--- src/csp_pkg.sv ---
package csp_pkg;
    // clock rates
    localparam int CLK_HZ = 100_000_000;
    localparam int XTAL_HZ = 32768;
    localparam int RC_350_HZ = 350_000;
    localparam int RC_650_HZ = 650_000;
    // half-period counts of each oscillator at the core clock rate
    localparam int XTAL_HALF_CYC = CLK_HZ / (2 * XTAL_HZ);
    localparam int RC_350_HALF_CYC = CLK_HZ / (2 * RC_350_HZ);
    localparam int RC_650_HALF_CYC = CLK_HZ / (2 * RC_650_HZ);
    // pre-divider geometry
    localparam int DIV_STAGES = 15;
    localparam int CLR_LOW_STAGE = 10;
    localparam int TAP14_BIT = 13;
    localparam int PRE_DIV_DEFAULT = 1;
    localparam logic [11:0] CLR_OPERAND = 12'h100;
    // peripheral taps: system, halver/tripler, lcd alternation, sound, debounce
    localparam int NUM_TAPS = 5;
    localparam int PERIPH_TAP [NUM_TAPS] = '{0, 3, 9, 2, 13};
    // register byte offsets
    localparam logic [3:0] REG_CTRL = 4'h0;
    localparam logic [3:0] REG_STATUS = 4'h4;
    localparam logic [3:0] REG_MASK = 4'h8;
    localparam logic [3:0] REG_COUNT = 4'hc;
    // field positions
    localparam int CTRL_IRQ_EN_BIT = 0;
    localparam int CTRL_WAKE_EN_BIT = 1;
    localparam int ST_HRF_BIT = 0;
    localparam int ST_WAKE_START_CONDITION_FLAG_BIT = 1;
    localparam int FLD_W = 2;
    // reset values
    localparam logic [1:0] CTRL_RST = 2'h0;
    localparam logic [1:0] STATUS_RST = 2'h0;
    localparam logic [1:0] MASK_RST = 2'h0;
    // build options
    typedef enum logic [0:0] {SRC_CRYSTAL = 1'b0, SRC_RC = 1'b1} csp_src_type;
    typedef enum logic [0:0] {RES_INTERNAL = 1'b0, RES_EXTERNAL = 1'b1} csp_res_type;
    typedef enum logic [0:0] {RC_FREQ_350 = 1'b0, RC_FREQ_650 = 1'b1} csp_rcf_type;
    // bus handshake states
    typedef enum logic [1:0] {BUS_IDLE = 2'b01, BUS_ACK = 2'b10} csp_bus_type;
endpackage

--- src/csp_div_if.sv ---
`timescale 1ns/100ps
interface csp_div_if;
    logic fall_en;
    logic clr_upper;
    logic [csp_pkg::DIV_STAGES-1:0] count;
    logic tap14_rise;
    modport div (input fall_en, input clr_upper, output count, output tap14_rise);
    modport ctl (output fall_en, output clr_upper, input count, input tap14_rise);
endinterface

--- src/csp_predivider.sv ---
`timescale 1ns/100ps
module csp_predivider (
    input wire logic ref_clk_in,
    input wire logic rst_in,
    csp_div_if.div div_io
);
    import csp_pkg::*;

    logic [DIV_STAGES-1:0] count_ff;
    logic [DIV_STAGES-1:0] nxt_count;
    logic tap_ff;
    logic nxt_tap;

    // ripple count on the falling edge of the input clock, upper clear wins
    always_comb begin
        nxt_count = count_ff;
        if (div_io.fall_en) begin
            nxt_count = count_ff + 15'h1;
        end
        if (div_io.clr_upper) begin
            nxt_count[DIV_STAGES-1:CLR_LOW_STAGE] = '0;
        end
        nxt_tap = ~count_ff[TAP14_BIT] & nxt_count[TAP14_BIT];
    end

    // state registers
    always_ff @(posedge ref_clk_in or posedge rst_in) begin
        if (rst_in) begin
            count_ff <= '0;
            tap_ff <= 1'b0;
        end else begin
            count_ff <= nxt_count;
            tap_ff <= nxt_tap;
        end
    end

    assign div_io.count = count_ff;
    assign div_io.tap14_rise = tap_ff;
endmodule // csp_predivider

--- src/csp_top.sv ---
`timescale 1ns/100ps
module csp_top #(
    parameter csp_pkg::csp_src_type CLK_SOURCE = csp_pkg::SRC_CRYSTAL,
    parameter csp_pkg::csp_res_type RC_RESISTOR = csp_pkg::RES_INTERNAL,
    parameter csp_pkg::csp_rcf_type RC_FREQ = csp_pkg::RC_FREQ_350,
    parameter int PRE_DIV = csp_pkg::PRE_DIV_DEFAULT,
    parameter int XTAL_HALF = csp_pkg::XTAL_HALF_CYC,
    parameter int RC_350_HALF = csp_pkg::RC_350_HALF_CYC,
    parameter int RC_650_HALF = csp_pkg::RC_650_HALF_CYC
) (
    input wire logic ref_clk_in,
    input wire logic rst_in,
    input wire logic stop_mode_in,
    input wire logic ext_rc_osc_in,
    input wire logic prescaler_clear_instruction_in,
    input wire logic [11:0] clear_operand_in,
    input wire logic [3:0] avs_address_in,
    input wire logic avs_read_in,
    input wire logic avs_write_in,
    input wire logic [31:0] avs_writedata_in,
    input wire logic [3:0] avs_byteenable_in,
    output logic [31:0] avs_readdata_out,
    output logic avs_waitrequest_out,
    output logic [csp_pkg::NUM_TAPS-1:0] periph_clk_out,
    output logic divider_input_clock_out,
    output logic predivider_irq_out,
    output logic halt_release_out,
    output logic wake_start_condition_flag_out,
    output logic irq_out
);
    import csp_pkg::*;

    // static build-time selections
    localparam bit IS_CRYSTAL = (CLK_SOURCE == SRC_CRYSTAL);
    localparam bit USE_EXT = !IS_CRYSTAL && (RC_RESISTOR == RES_EXTERNAL);
    localparam int RC_HALF = (RC_FREQ == RC_FREQ_650) ? RC_650_HALF : RC_350_HALF;
    localparam logic [11:0] HALF_SEL = 12'(IS_CRYSTAL ? XTAL_HALF : RC_HALF);
    localparam logic [3:0] PRE_HALF = 4'((PRE_DIV > 1) ? (PRE_DIV / 2 - 1) : 0);

    csp_div_if div_if ();

    // oscillator state
    logic [11:0] osc_cnt_ff;
    logic [11:0] nxt_osc_cnt;
    logic ext_ff;
    logic nxt_ext;
    logic base_ff;
    logic nxt_base;
    logic base_prev_ff;
    logic base_fall;
    // input clock divider state
    logic [3:0] pre_cnt_ff;
    logic [3:0] nxt_pre_cnt;
    logic din_ff;
    logic nxt_din;
    logic din_prev_ff;
    // event and register state
    logic [FLD_W-1:0] ctrl_ff;
    logic [FLD_W-1:0] nxt_ctrl;
    logic [FLD_W-1:0] status_ff;
    logic [FLD_W-1:0] nxt_status;
    logic [FLD_W-1:0] mask_ff;
    logic [FLD_W-1:0] nxt_mask;
    logic irq_ff;
    logic nxt_irq;
    logic irq_acc_ff;
    logic nxt_irq_acc;
    logic halt_rel_ff;
    logic nxt_halt_rel;
    logic [NUM_TAPS-1:0] taps_ff;
    logic [NUM_TAPS-1:0] nxt_taps;
    // bus state
    csp_bus_type bus_ff;
    csp_bus_type nxt_bus;
    logic wait_ff;
    logic nxt_wait;
    logic [31:0] rdata_ff;
    logic [31:0] nxt_rdata;
    logic wr_acc;
    logic [FLD_W-1:0] set_bits;
    logic [FLD_W-1:0] clr_bits;

    // base oscillator: crystal or internal rc as a counted toggle, external rc from the pin
    always_comb begin
        nxt_osc_cnt = osc_cnt_ff;
        nxt_base = base_ff;
        nxt_ext = ext_rc_osc_in;
        if (USE_EXT) begin
            nxt_base = ext_ff;
        end else if (!(IS_CRYSTAL && stop_mode_in)) begin
            if (osc_cnt_ff == HALF_SEL - 12'h1) begin
                nxt_osc_cnt = 12'h0;
                nxt_base = ~base_ff;
            end else begin
                nxt_osc_cnt = osc_cnt_ff + 12'h1;
            end
        end
    end

    always_ff @(posedge ref_clk_in or posedge rst_in) begin
        if (rst_in) begin
            osc_cnt_ff <= 12'h0;
            base_ff <= 1'b0;
            ext_ff <= 1'b0;
            base_prev_ff <= 1'b0;
        end else begin
            osc_cnt_ff <= nxt_osc_cnt;
            base_ff <= nxt_base;
            ext_ff <= nxt_ext;
            base_prev_ff <= base_ff;
        end
    end

    assign base_fall = base_prev_ff & ~base_ff;

    // divider input clock: base clock divided by the build ratio, an odd ratio above one rounded down to even
    always_comb begin
        nxt_pre_cnt = pre_cnt_ff;
        nxt_din = din_ff;
        if (PRE_DIV <= 1) begin
            nxt_din = base_ff;
        end else if (base_fall) begin
            if (pre_cnt_ff == PRE_HALF) begin
                nxt_pre_cnt = 4'h0;
                nxt_din = ~din_ff;
            end else begin
                nxt_pre_cnt = pre_cnt_ff + 4'h1;
            end
        end
    end

    always_ff @(posedge ref_clk_in or posedge rst_in) begin
        if (rst_in) begin
            pre_cnt_ff <= 4'h0;
            din_ff <= 1'b0;
            din_prev_ff <= 1'b0;
        end else begin
            pre_cnt_ff <= nxt_pre_cnt;
            din_ff <= nxt_din;
            din_prev_ff <= din_ff;
        end
    end

    // pre-divider steps on the falling input edge; clear instruction with its operand
    assign div_if.fall_en = din_prev_ff & ~din_ff;
    assign div_if.clr_upper = prescaler_clear_instruction_in && (clear_operand_in == CLR_OPERAND);

    csp_predivider u_predivider (
        .ref_clk_in(ref_clk_in),
        .rst_in(rst_in),
        .div_io(div_if.div)
    );

    // peripheral clock taps
    genvar gi;
    generate
        for (gi = 0; gi < NUM_TAPS; gi++) begin : g_tap
            assign nxt_taps[gi] = div_if.count[PERIPH_TAP[gi]];
        end
    endgenerate

    // halt-release request, flags and interrupt
    always_comb begin
        set_bits = '0;
        clr_bits = '0;
        set_bits[ST_HRF_BIT] = div_if.tap14_rise;
        set_bits[ST_WAKE_START_CONDITION_FLAG_BIT] = div_if.tap14_rise & ctrl_ff[CTRL_WAKE_EN_BIT];
        if (wr_acc && avs_address_in == REG_STATUS && avs_byteenable_in[0]) begin
            clr_bits = avs_writedata_in[FLD_W-1:0];
        end
        nxt_status = (status_ff & ~clr_bits) | set_bits;
        nxt_irq_acc = div_if.tap14_rise & ctrl_ff[CTRL_IRQ_EN_BIT];
        nxt_halt_rel = div_if.tap14_rise & ctrl_ff[CTRL_WAKE_EN_BIT];
        nxt_irq = |(nxt_status & nxt_mask);
    end

    // control and mask writes
    always_comb begin
        nxt_ctrl = ctrl_ff;
        nxt_mask = mask_ff;
        if (wr_acc && avs_byteenable_in[0]) begin
            if (avs_address_in == REG_CTRL) begin
                nxt_ctrl = avs_writedata_in[FLD_W-1:0];
            end
            if (avs_address_in == REG_MASK) begin
                nxt_mask = avs_writedata_in[FLD_W-1:0];
            end
        end
    end

    always_ff @(posedge ref_clk_in or posedge rst_in) begin
        if (rst_in) begin
            ctrl_ff <= CTRL_RST;
            status_ff <= STATUS_RST;
            mask_ff <= MASK_RST;
            irq_ff <= 1'b0;
            irq_acc_ff <= 1'b0;
            halt_rel_ff <= 1'b0;
            taps_ff <= '0;
        end else begin
            ctrl_ff <= nxt_ctrl;
            status_ff <= nxt_status;
            mask_ff <= nxt_mask;
            irq_ff <= nxt_irq;
            irq_acc_ff <= nxt_irq_acc;
            halt_rel_ff <= nxt_halt_rel;
            taps_ff <= nxt_taps;
        end
    end

    // avalon slave: one wait cycle, then accept
    assign wr_acc = (bus_ff == BUS_ACK) && avs_write_in;

    always_comb begin
        nxt_bus = bus_ff;
        nxt_wait = wait_ff;
        nxt_rdata = rdata_ff;
        case (bus_ff)
            BUS_IDLE: begin
                if (avs_read_in || avs_write_in) begin
                    nxt_bus = BUS_ACK;
                    nxt_wait = 1'b0;
                    nxt_rdata = 32'h0;
                    if (avs_read_in) begin
                        case (avs_address_in)
                            REG_CTRL: nxt_rdata[FLD_W-1:0] = ctrl_ff;
                            REG_STATUS: nxt_rdata[FLD_W-1:0] = status_ff;
                            REG_MASK: nxt_rdata[FLD_W-1:0] = mask_ff;
                            REG_COUNT: nxt_rdata[DIV_STAGES-1:0] = div_if.count;
                            default: nxt_rdata = 32'h0;
                        endcase
                    end
                end
            end
            BUS_ACK: begin
                nxt_bus = BUS_IDLE;
                nxt_wait = 1'b1;
            end
            default: begin
                nxt_bus = BUS_IDLE;
                nxt_wait = 1'b1;
            end
        endcase
    end

    always_ff @(posedge ref_clk_in or posedge rst_in) begin
        if (rst_in) begin
            bus_ff <= BUS_IDLE;
            wait_ff <= 1'b1;
            rdata_ff <= 32'h0;
        end else begin
            bus_ff <= nxt_bus;
            wait_ff <= nxt_wait;
            rdata_ff <= nxt_rdata;
        end
    end

    // outputs
    assign avs_readdata_out = rdata_ff;
    assign avs_waitrequest_out = wait_ff;
    assign periph_clk_out = taps_ff;
    assign divider_input_clock_out = din_ff;
    assign predivider_irq_out = irq_acc_ff;
    assign halt_release_out = halt_rel_ff;
    assign wake_start_condition_flag_out = status_ff[ST_WAKE_START_CONDITION_FLAG_BIT];
    assign irq_out = irq_ff;
endmodule // csp_top

--- config.mk ---
export PLATFORM = sky130hd
export DESIGN_NAME = csp_top
export DESIGN_NICKNAME = d
export VERILOG_FILES = /design/src/csp_pkg.sv /design/src/csp_div_if.sv /design/src/csp_predivider.sv /design/src/csp_top.sv
export SDC_FILE = /design/constraint.sdc
export NUM_CORES = 1
export LEC_CHECK = 0
export BUFFER_PORTS_ARGS = -buffer_cell sky130_fd_sc_hd__buf_4
export CELL_PAD_IN_SITES_DETAIL_PLACEMENT = 1
export CELL_PAD_IN_SITES_GLOBAL_PLACEMENT = 1
export CORE_UTILIZATION = 30
export CTS_CLUSTER_SIZE = 28
export DETAILED_ROUTE_END_ITERATION = 8
export PLACE_DENSITY_LB_ADDON = 0.1
export SYNTH_ARGS = -nofsm -noshare
export SYNTH_HDL_FRONTEND = slang
export SYNTH_SLANG_ARGS = --single-unit
--- constraint.sdc ---
create_clock -name ref_clk_in -period 1.8 [get_ports ref_clk_in]
set_input_delay 0.18 -clock ref_clk_in [delete_from_list [all_inputs] [get_ports ref_clk_in]]
set_output_delay 0.18 -clock ref_clk_in [all_outputs]
set_load 0.02 [all_outputs]
==> results of run 1 <==
-- repair_timing --
action	in CTS	in global routing
endpoints found under the setup margin	1	4
resized for setup	0	1
pin swaps	2	1
buffers inserted	1	0
hold buffers	1	0
endpoints found under the hold margin	61	0
cloned	0	0
-- power breakdown --
| group | total (mW) | internal (mW) | switching, mW |
|---|---|---|---|
| Clock | 1.41 | 0.824 | 0.588 |
| Sequential | 1.63 | 1.53 | 0.102 |
| Combinational | 0.587 | 0.270 | 0.317 |
| Total | 3.63 | 2.62 | 1.01 |
-- cells in the mapped netlist, drive strengths merged (2+ instances only) --
cell type and count:
dfrtp 61, inv 8, nor2 20, clkbuf 5, nor3 2, nand4b 3, nand3 11, nor2b 4
and3 4, a22o 14, nand3b 3, xor2 10, and2 3, o22a 2, nor4b 3, mux4 2
and4b 2, o21ai 5, nor4 5, mux2 4, xnor2 15, nand2 11, nand4 4, buf 18
ha 3
-- state kept, by name (all words and copies together) (netlist names) --
name and cells:
divider_input_clock_out 1, u_predivider.div_io.tap14_rise 1, status_ff 2, irq_out 1, ctrl_ff 2, u_predivider.div_io.count 15, bus_ff 2, din_prev_ff 1
predivider_irq_out 1, mask_ff 2, periph_clk_out 5, base_ff 1, halt_release_out 1, osc_cnt_ff 12, avs_readdata_out 15
-- per-layer routing --
metal | share of wire (%) | wire length (um)
met2 | 47 | 2710
met3 | 4.2 | 243
met1 | 48 | 2750
met5 | 0 | 0
met4 | 0.94 | 54
-- layout make-up --
class	instances	area, um^2	area share, %
flip-flops and latches	62	1550	43.7
multi-input cells	155	1070	30.2
repair buffers	69	533	15.0
clock buffers	10	138	3.87
well taps	108	135	3.80
clock inverters	6	92.6	2.61
inverters	8	30.0	0.845
-- stage by stage --
stage               std cells  utilization [%]
CTS                       418             40.5
finish                    418             40.5
global route              418             40.5
global placement          400             37.6
detailed placement        400             37.6
floorplan                 248                -
-- cell families after synthesis --
group / after synthesis / synth area share, %
and+or+nand+nor: 81 / 16.7
DFF: 62 / 56.7
buffers and inverters: 31 / 6.62
xor gates and xnor gates: 25 / 7.99
AOI/OAI and AO/OA: 22 / 6.30
muxes: 7 / 4.20
adders and majority gates: 3 / 1.37
other: 1 / 0.137
-- cell usage in the layout (no fill, tap or decap), drive strengths merged, types with 9 or more instances in the layout --
master   n
inv      9
nand3   11
nor2    20
xor2    10
buf     68
clkbuf  10
a22o    14
dfrtp   61
conb    17
nand2   11
xnor2   15
-- worst min-delay path by stage --
stage | cells past startpoint | endpoint | startpoint
after CTS | 2 | ctrl_ff[0] | avs_writedata_in[0]
after floorplan | 1 | ctrl_ff[0] | avs_writedata_in[0]
after global routing | 2 | mask_ff[1] | avs_writedata_in[1]
final | 2 | ctrl_ff[0] | avs_writedata_in[0]
after global placement | 3 | irq_out | rst_in
after detailed placement | 3 | irq_out | rst_in
==> key figures, run 1 <==
Worst setup path
  – Worst-path maximum fanout: 2
  – Slowest cell on the critical path: sky130_fd_sc_hd__or4b_4
  – Reg-to-Reg End: irq_out
  – Critical path cell sequence: nand4b_1 > or4b_4 > mux2_4 > a22o_1
  – Worst reg2reg path depth: 4
  – Dominant delay contributor by cell family on the critical path: simple AND/OR/NAND/NOR gates
  – Data required time of the worst path: 2.02 ns
  – WP buf/inv: 0
  – Slack of the worst reg-to-reg path: -0.03 ns
  – Launch point of the critical path: bus_ff[0]
  – Highest cell delay on the worst timing path: 0.58 ns
  – Crit path depth: 4
  – End point of the critical path: irq_out
  – Element type at the critical path end: flop
  – Data arrival time at the worst-slack endpoint: 2.05 ns
  – Category of the worst setup path launch point: flop
  – Startpoint of the worst-slack reg-to-reg timing path: bus_ff[0]
  – Category of the critical setup timing path: reg -> reg

Logic synthesis
  – Post-synthesis instance area: 2740 um^2
  – Fraction of synthesized cell area taken by the top area cell type: 55.7%
  – Total of warnings raised by yosys: 0
  – Sequential element share of the synthesized area: 56.7%
  – Post-synthesis average cell area: 11.8 um^2
  – Yosys reg bits: 62
  – Top cells by area, synth: sky130_fd_sc_hd__dfrtp_1, sky130_fd_sc_hd__xnor2_1, sky130_fd_sc_hd__buf_4, sky130_fd_sc_hd__a22o_1, sky130_fd_sc_hd__xor2_1
  – Async SR Flop Fraction: 100%
  – Cell taking the most area after synthesis: sky130_fd_sc_hd__dfrtp_1
  – Number of distinct library cells after synthesis: 40
  – Most used flip-flop cell after synthesis: sky130_fd_sc_hd__dfrtp_1
  – EDFF count, synth: 0
  – Number of standard cells after synthesis: 232

Place
  – Half-perimeter wire length of the detailed placement result: 4.08 mm
  – Last weighted congestion value of the routability-driven placer: 0.718
  – Post-placement cell area: 3300 um^2
  – Pre-CTS WS: -0.0215 ns
  – Number of port buffers: 50

Cells and area
  – Layout net count: 367
  – Growth of design area from synthesis to finish: 29.7%
  – Non-Filler Cell Area, Final: 3550 um^2
  – Count of inserted antenna diode cells: 0
  – Share of final-layout standard cells stronger than drive strength 1: 30.6%
  – Number of filler cells placed in the layout: 981

Global routing
  – Met1 usage: 17.2%
  – Busiest metal layer after global routing: met2
  – Pin count of the biggest net entering global routing: 63
  – Via count of the first global-routing pass: 1982
  – Grt met3 use: 5.04%
  – Overall fraction of global-route tracks in use: 13.1%
  – Overall overflow remaining after global route: 0
  – Antenna violations before repair: 0
  – First-pass GRT wire length: 9.78 mm
  – Global routing usage on met2: 20.0%

STA
  – Hold violation count in the final report: 0
  – Count of endpoints failing setup in the final report: 1
  – Part of the cycle the worst path needs: 102%
  – Total Negative Setup Slacks: -0.0280 ns
  – Setup slack of the critical path after layout: -0.0280 ns
  – Number of pins exceeding their max-slew limit in the final report: 0
  – Layout Skew: 0.0135 ns
  – Setup repair after global routing missed its margin: true
  – Time the final worst path needs with I/O delays and setup: 1.83 ns
  – Hold Worst Slack: 0.101 ns
  – Achievable frequency: 0.547 GHz

Route
  – Total length of routed wires: 5.76 mm
  – Number of violations reported at the end of detailed-routing iteration 0: 54
  – Count of vias placed by the detailed router: 1916
  – First drt pass iteration count: 3
  – Post-route antenna net violation count: 0
  – Drt via density: 4.58
  – DR DRC count: 0
  – Post-DR wirelength/cell: 13.8 um

Floorplanning
  – Core Footprint: 8760 um^2
  – Initial cell density of the core: 31.3%
  – Horizontal die dimension: 97.6 um
  – Die outline height: 97.6 um
  – Site row count: 34
  – Ports: 102
  – Die Outline Area: 9520 um^2

Run status
  – Failing checks: setup timing
  – Outcome: complete, but fails checks

Clock tree
  – Longest Clk Path Bufs: 2
  – Number of buffers added by the clock tree synthesis step: 9
  – Clock-pin slew on the worst setup and hold paths: 0.08 ns
  – CTS Root Cell: sky130_fd_sc_hd__clkbuf_8
  – Sink count of the clock tree: 62
  – Clock tree from TritonCTS: built
  – Latest clock arrival within the worst-skew pair: 0.34 ns
  – Max H-tree Level: 3

Power
  – Lkg Pwr: 1.75 nW
  – Power density cells: 1020 nW/um^2
  – Design Power: 3.63 mW
  – Max IR drop VDD: 0.436 mV

Run
  – Number of maximum-capacitance constraint violations: 0

Hold path
  – Min-delay worst type: in -> reg
No activity file was read; power rests on OpenSTA's default activity.
==> run 2: changes to the inputs <==
--- a/config.mk
+++ b/config.mk
@@ -5,10 +5,12 @@
 export SDC_FILE = /design/constraint.sdc
 export NUM_CORES = 1
 export LEC_CHECK = 0
+export ABC_CLOCK_PERIOD_IN_PS = 1800
 export BUFFER_PORTS_ARGS = -buffer_cell sky130_fd_sc_hd__buf_4
 export CELL_PAD_IN_SITES_DETAIL_PLACEMENT = 1
 export CELL_PAD_IN_SITES_GLOBAL_PLACEMENT = 1
-export CORE_UTILIZATION = 30
+export CORE_ASPECT_RATIO = 1.75
+export CORE_UTILIZATION = 34
 export CTS_CLUSTER_SIZE = 28
 export DETAILED_ROUTE_END_ITERATION = 8
 export PLACE_DENSITY_LB_ADDON = 0.1
==> run 2 against run 1 <==
Against the previous run: the run still ends with setup timing left; largest power group unchanged; critical path depth is the same; clock power grew 6%; sequential share of layout area is essentially flat; first-iteration DRC count grew 1.9%; critical endpoint unchanged; register-to-register slack gained 0.02 ns; wire length shrank 0.66%; power grew 1.8%; clock-buffer cell count grew 2.
==> key figures, run 2 (same netlist as run 1, synthesis figures left out) <==
Place
  – Number of port buffers: 50 (unchanged)
  – Last weighted congestion value of the routability-driven placer: 0.768 (was 0.718)
  – Cell total after placement: 382 (was 400)
  – Half-perimeter wire length of the detailed placement result: 4.27 mm (was 4.08 mm)

Clock tree
  – Longest Clk Path Bufs: 2 (unchanged)
  – Clock tree from TritonCTS: built (unchanged)
  – Number of buffers added by the clock tree synthesis step: 9 (unchanged)
  – Sink count of the clock tree: 62 (unchanged)
  – Clock-pin slew on the worst setup and hold paths: 0.05 ns (was 0.08 ns)
  – Latest clock arrival within the worst-skew pair: 0.32 ns (was 0.34 ns)
  – Max H-tree Level: 3 (unchanged)
  – CTS Root Cell: sky130_fd_sc_hd__clkbuf_16 (was sky130_fd_sc_hd__clkbuf_8)

Worst setup path
  – Data arrival time at the worst-slack endpoint: 2.01 ns (was 2.05 ns)
  – Slack of the worst reg-to-reg path: -0.007 ns (was -0.03 ns)
  – Element type at the critical path end: flop (unchanged)
  – Data required time of the worst path: 2.01 ns (was 2.02 ns)
  – Category of the worst setup path launch point: flop (unchanged)
  – Worst-path maximum fanout: 2 (unchanged)
  – Category of the critical setup timing path: reg -> reg (unchanged)

Power
  – Max IR drop VDD: 0.684 mV (was 0.436 mV)
  – Lkg Pwr: 1.77 nW (was 1.75 nW)
  – Design Power: 3.69 mW (was 3.63 mW)
  – Power density cells: 1040 nW/um^2 (was 1020 nW/um^2)

Route
  – Count of vias placed by the detailed router: 1921 (was 1916)
  – Post-route antenna net violation count: 0 (unchanged)
  – DR DRC count: 0 (unchanged)
  – Drt via density: 4.83 (was 4.58)
  – Total length of routed wires: 5.72 mm (was 5.76 mm)
  – Number of violations reported at the end of detailed-routing iteration 0: 55 (was 54)
  – First drt pass iteration count: 3 (unchanged)
  – Post-DR wirelength/cell: 14.4 um (was 13.8 um)

Run
  – Number of maximum-capacitance constraint violations: 0 (unchanged)

STA
  – Hold violation count in the final report: 0 (unchanged)
  – Number of pins exceeding their max-slew limit in the final report: 0 (unchanged)
  – Setup repair after global routing missed its margin: true (unchanged)
  – Part of the cycle the worst path needs: 100% (was 102%)
  – Achievable frequency: 0.554 GHz (was 0.547 GHz)
  – Total Negative Setup Slacks: -0.00669 ns (was -0.0280 ns)
  – Count of endpoints failing setup in the final report: 1 (unchanged)
  – Setup slack of the critical path after layout: -0.00669 ns (was -0.0280 ns)
  – Layout Skew: 0.00345 ns (was 0.0135 ns)
  – Time the final worst path needs with I/O delays and setup: 1.81 ns (was 1.83 ns)

Cells and area
  – Fin util: 45.3% (was 40.5%)
  – Post-Layout Cell Count: 398 (was 418)
  – Growth of design area from synthesis to finish: 29.8% (was 29.7%)
  – Share of final-layout standard cells stronger than drive strength 1: 29.5% (was 30.6%)
  – Most common library cell in the layout ignoring fill and taps: sky130_fd_sc_hd__buf_4 (unchanged)
  – Commonest non-fill, non-tap cells in the layout: sky130_fd_sc_hd__buf_4, sky130_fd_sc_hd__dfrtp_1, sky130_fd_sc_hd__nor2_1 (unchanged)
  – Count of inserted antenna diode cells: 0 (unchanged)
  – Layout net count: 367 (unchanged)
  – Number of filler cells placed in the layout: 866 (was 981)

Global routing
  – Via count of the first global-routing pass: 2015 (was 1982)
  – Antenna violations before repair: 0 (unchanged)
  – Overall overflow remaining after global route: 0 (unchanged)
  – Overall fraction of global-route tracks in use: 14.8% (was 13.1%)
  – First-pass GRT wire length: 9.53 mm (was 9.78 mm)
  – Pin count of the biggest net entering global routing: 30 (was 63)

Floorplanning
  – Core Footprint: 7860 um^2 (was 8760 um^2)
  – Die Outline Area: 8440 um^2 (was 9520 um^2)
  – Die outline height: 121 um (was 97.6 um)
  – Site row count: 43 (was 34)
  – Horizontal die dimension: 69.9 um (was 97.6 um)
  – Ports: 102 (unchanged)
  – Initial cell density of the core: 34.9% (was 31.3%)

Run status
  – Outcome: complete, but fails checks (unchanged)
  – Failing checks: setup timing (unchanged)

Hold path
  – Min-delay worst type: in -> reg (unchanged)
run 2: path summary, 6_finish.rpt:
check	startpoint	end	cells past startpoint
worst max-delay path	bus_ff[0]	irq_out	4
worst min-delay path	avs_writedata_in[1]	ctrl_ff[1]	2
worst max register to register	bus_ff[0]	irq_out	4
worst min register to register	base_ff	divider_input_clock_out	0
max in group asynchronous	rst_in	avs_readdata_out[6]	4
min in group asynchronous	rst_in	mask_ff[1]	3
run 2: power breakdown:
| group | switching (mW) | internal (mW) | leakage, nW | total (mW) |
|---|---|---|---|---|
| Combinational | 0.297 | 0.257 | 0.829 | 0.553 |
| Clock | 0.542 | 0.945 | 0.128 | 1.49 |
| Sequential | 0.121 | 1.53 | 0.816 | 1.65 |
| Total | 0.960 | 2.73 | 1.77 | 3.69 |
run 2: metal layers:
layer  wire length [um]  vias to the layer above  global-route usage [%]
li1                   -                      926                       -
met1               2100                      954                    15.4
met2               3320                       31                    26.9
met3                166                       10                    3.83
met4                143                        0                    7.88
met5                  0                        -                       0
run 2: layout make-up:
class / count / area [um^2] / area share (%)
clock inverter: 2 / 10.0 / 0.281
inverter: 8 / 30.0 / 0.844
multi-input combinational: 155 / 1070 / 30.1
timing repair buffer: 69 / 533 / 15.0
sequential: 62 / 1550 / 43.7
tap: 90 / 113 / 3.17
clock buffer: 12 / 246 / 6.93
run 2: critical path, cell delays in order (launching register included):
cell                       delay (ns)
sky130_fd_sc_hd__dfstp_2         0.36
sky130_fd_sc_hd__nand4b_1        0.21
sky130_fd_sc_hd__or4b_4          0.58
sky130_fd_sc_hd__mux2_4          0.33
sky130_fd_sc_hd__a22o_1          0.22
run 2: through the flow:
step | hold WS, ns | worst slack, ns | cell area, um^2
global route | 0.108 | -0.0434 | 3560
CTS | 0.100 | -0.0467 | 3550
floorplan | 0.332 | 0.0241 | 2800
global placement | 0.244 | -0.0142 | 3280
finish | 0.114 | -0.00669 | 3560
detailed placement | 0.241 | -0.0436 | 3280
run 2: repair_timing:
| action | 4_1_cts | 5_1_grt |
|---|---|---|
| gates resized for setup | 0 | 1 |
| endpoints found under the setup margin | 1 | 2 |
| hold endpoints to repair | 19 | 0 |
| hold buffers | 1 | 0 |
| pin swaps | 2 | 1 |
| setup buffers | 1 | 0 |
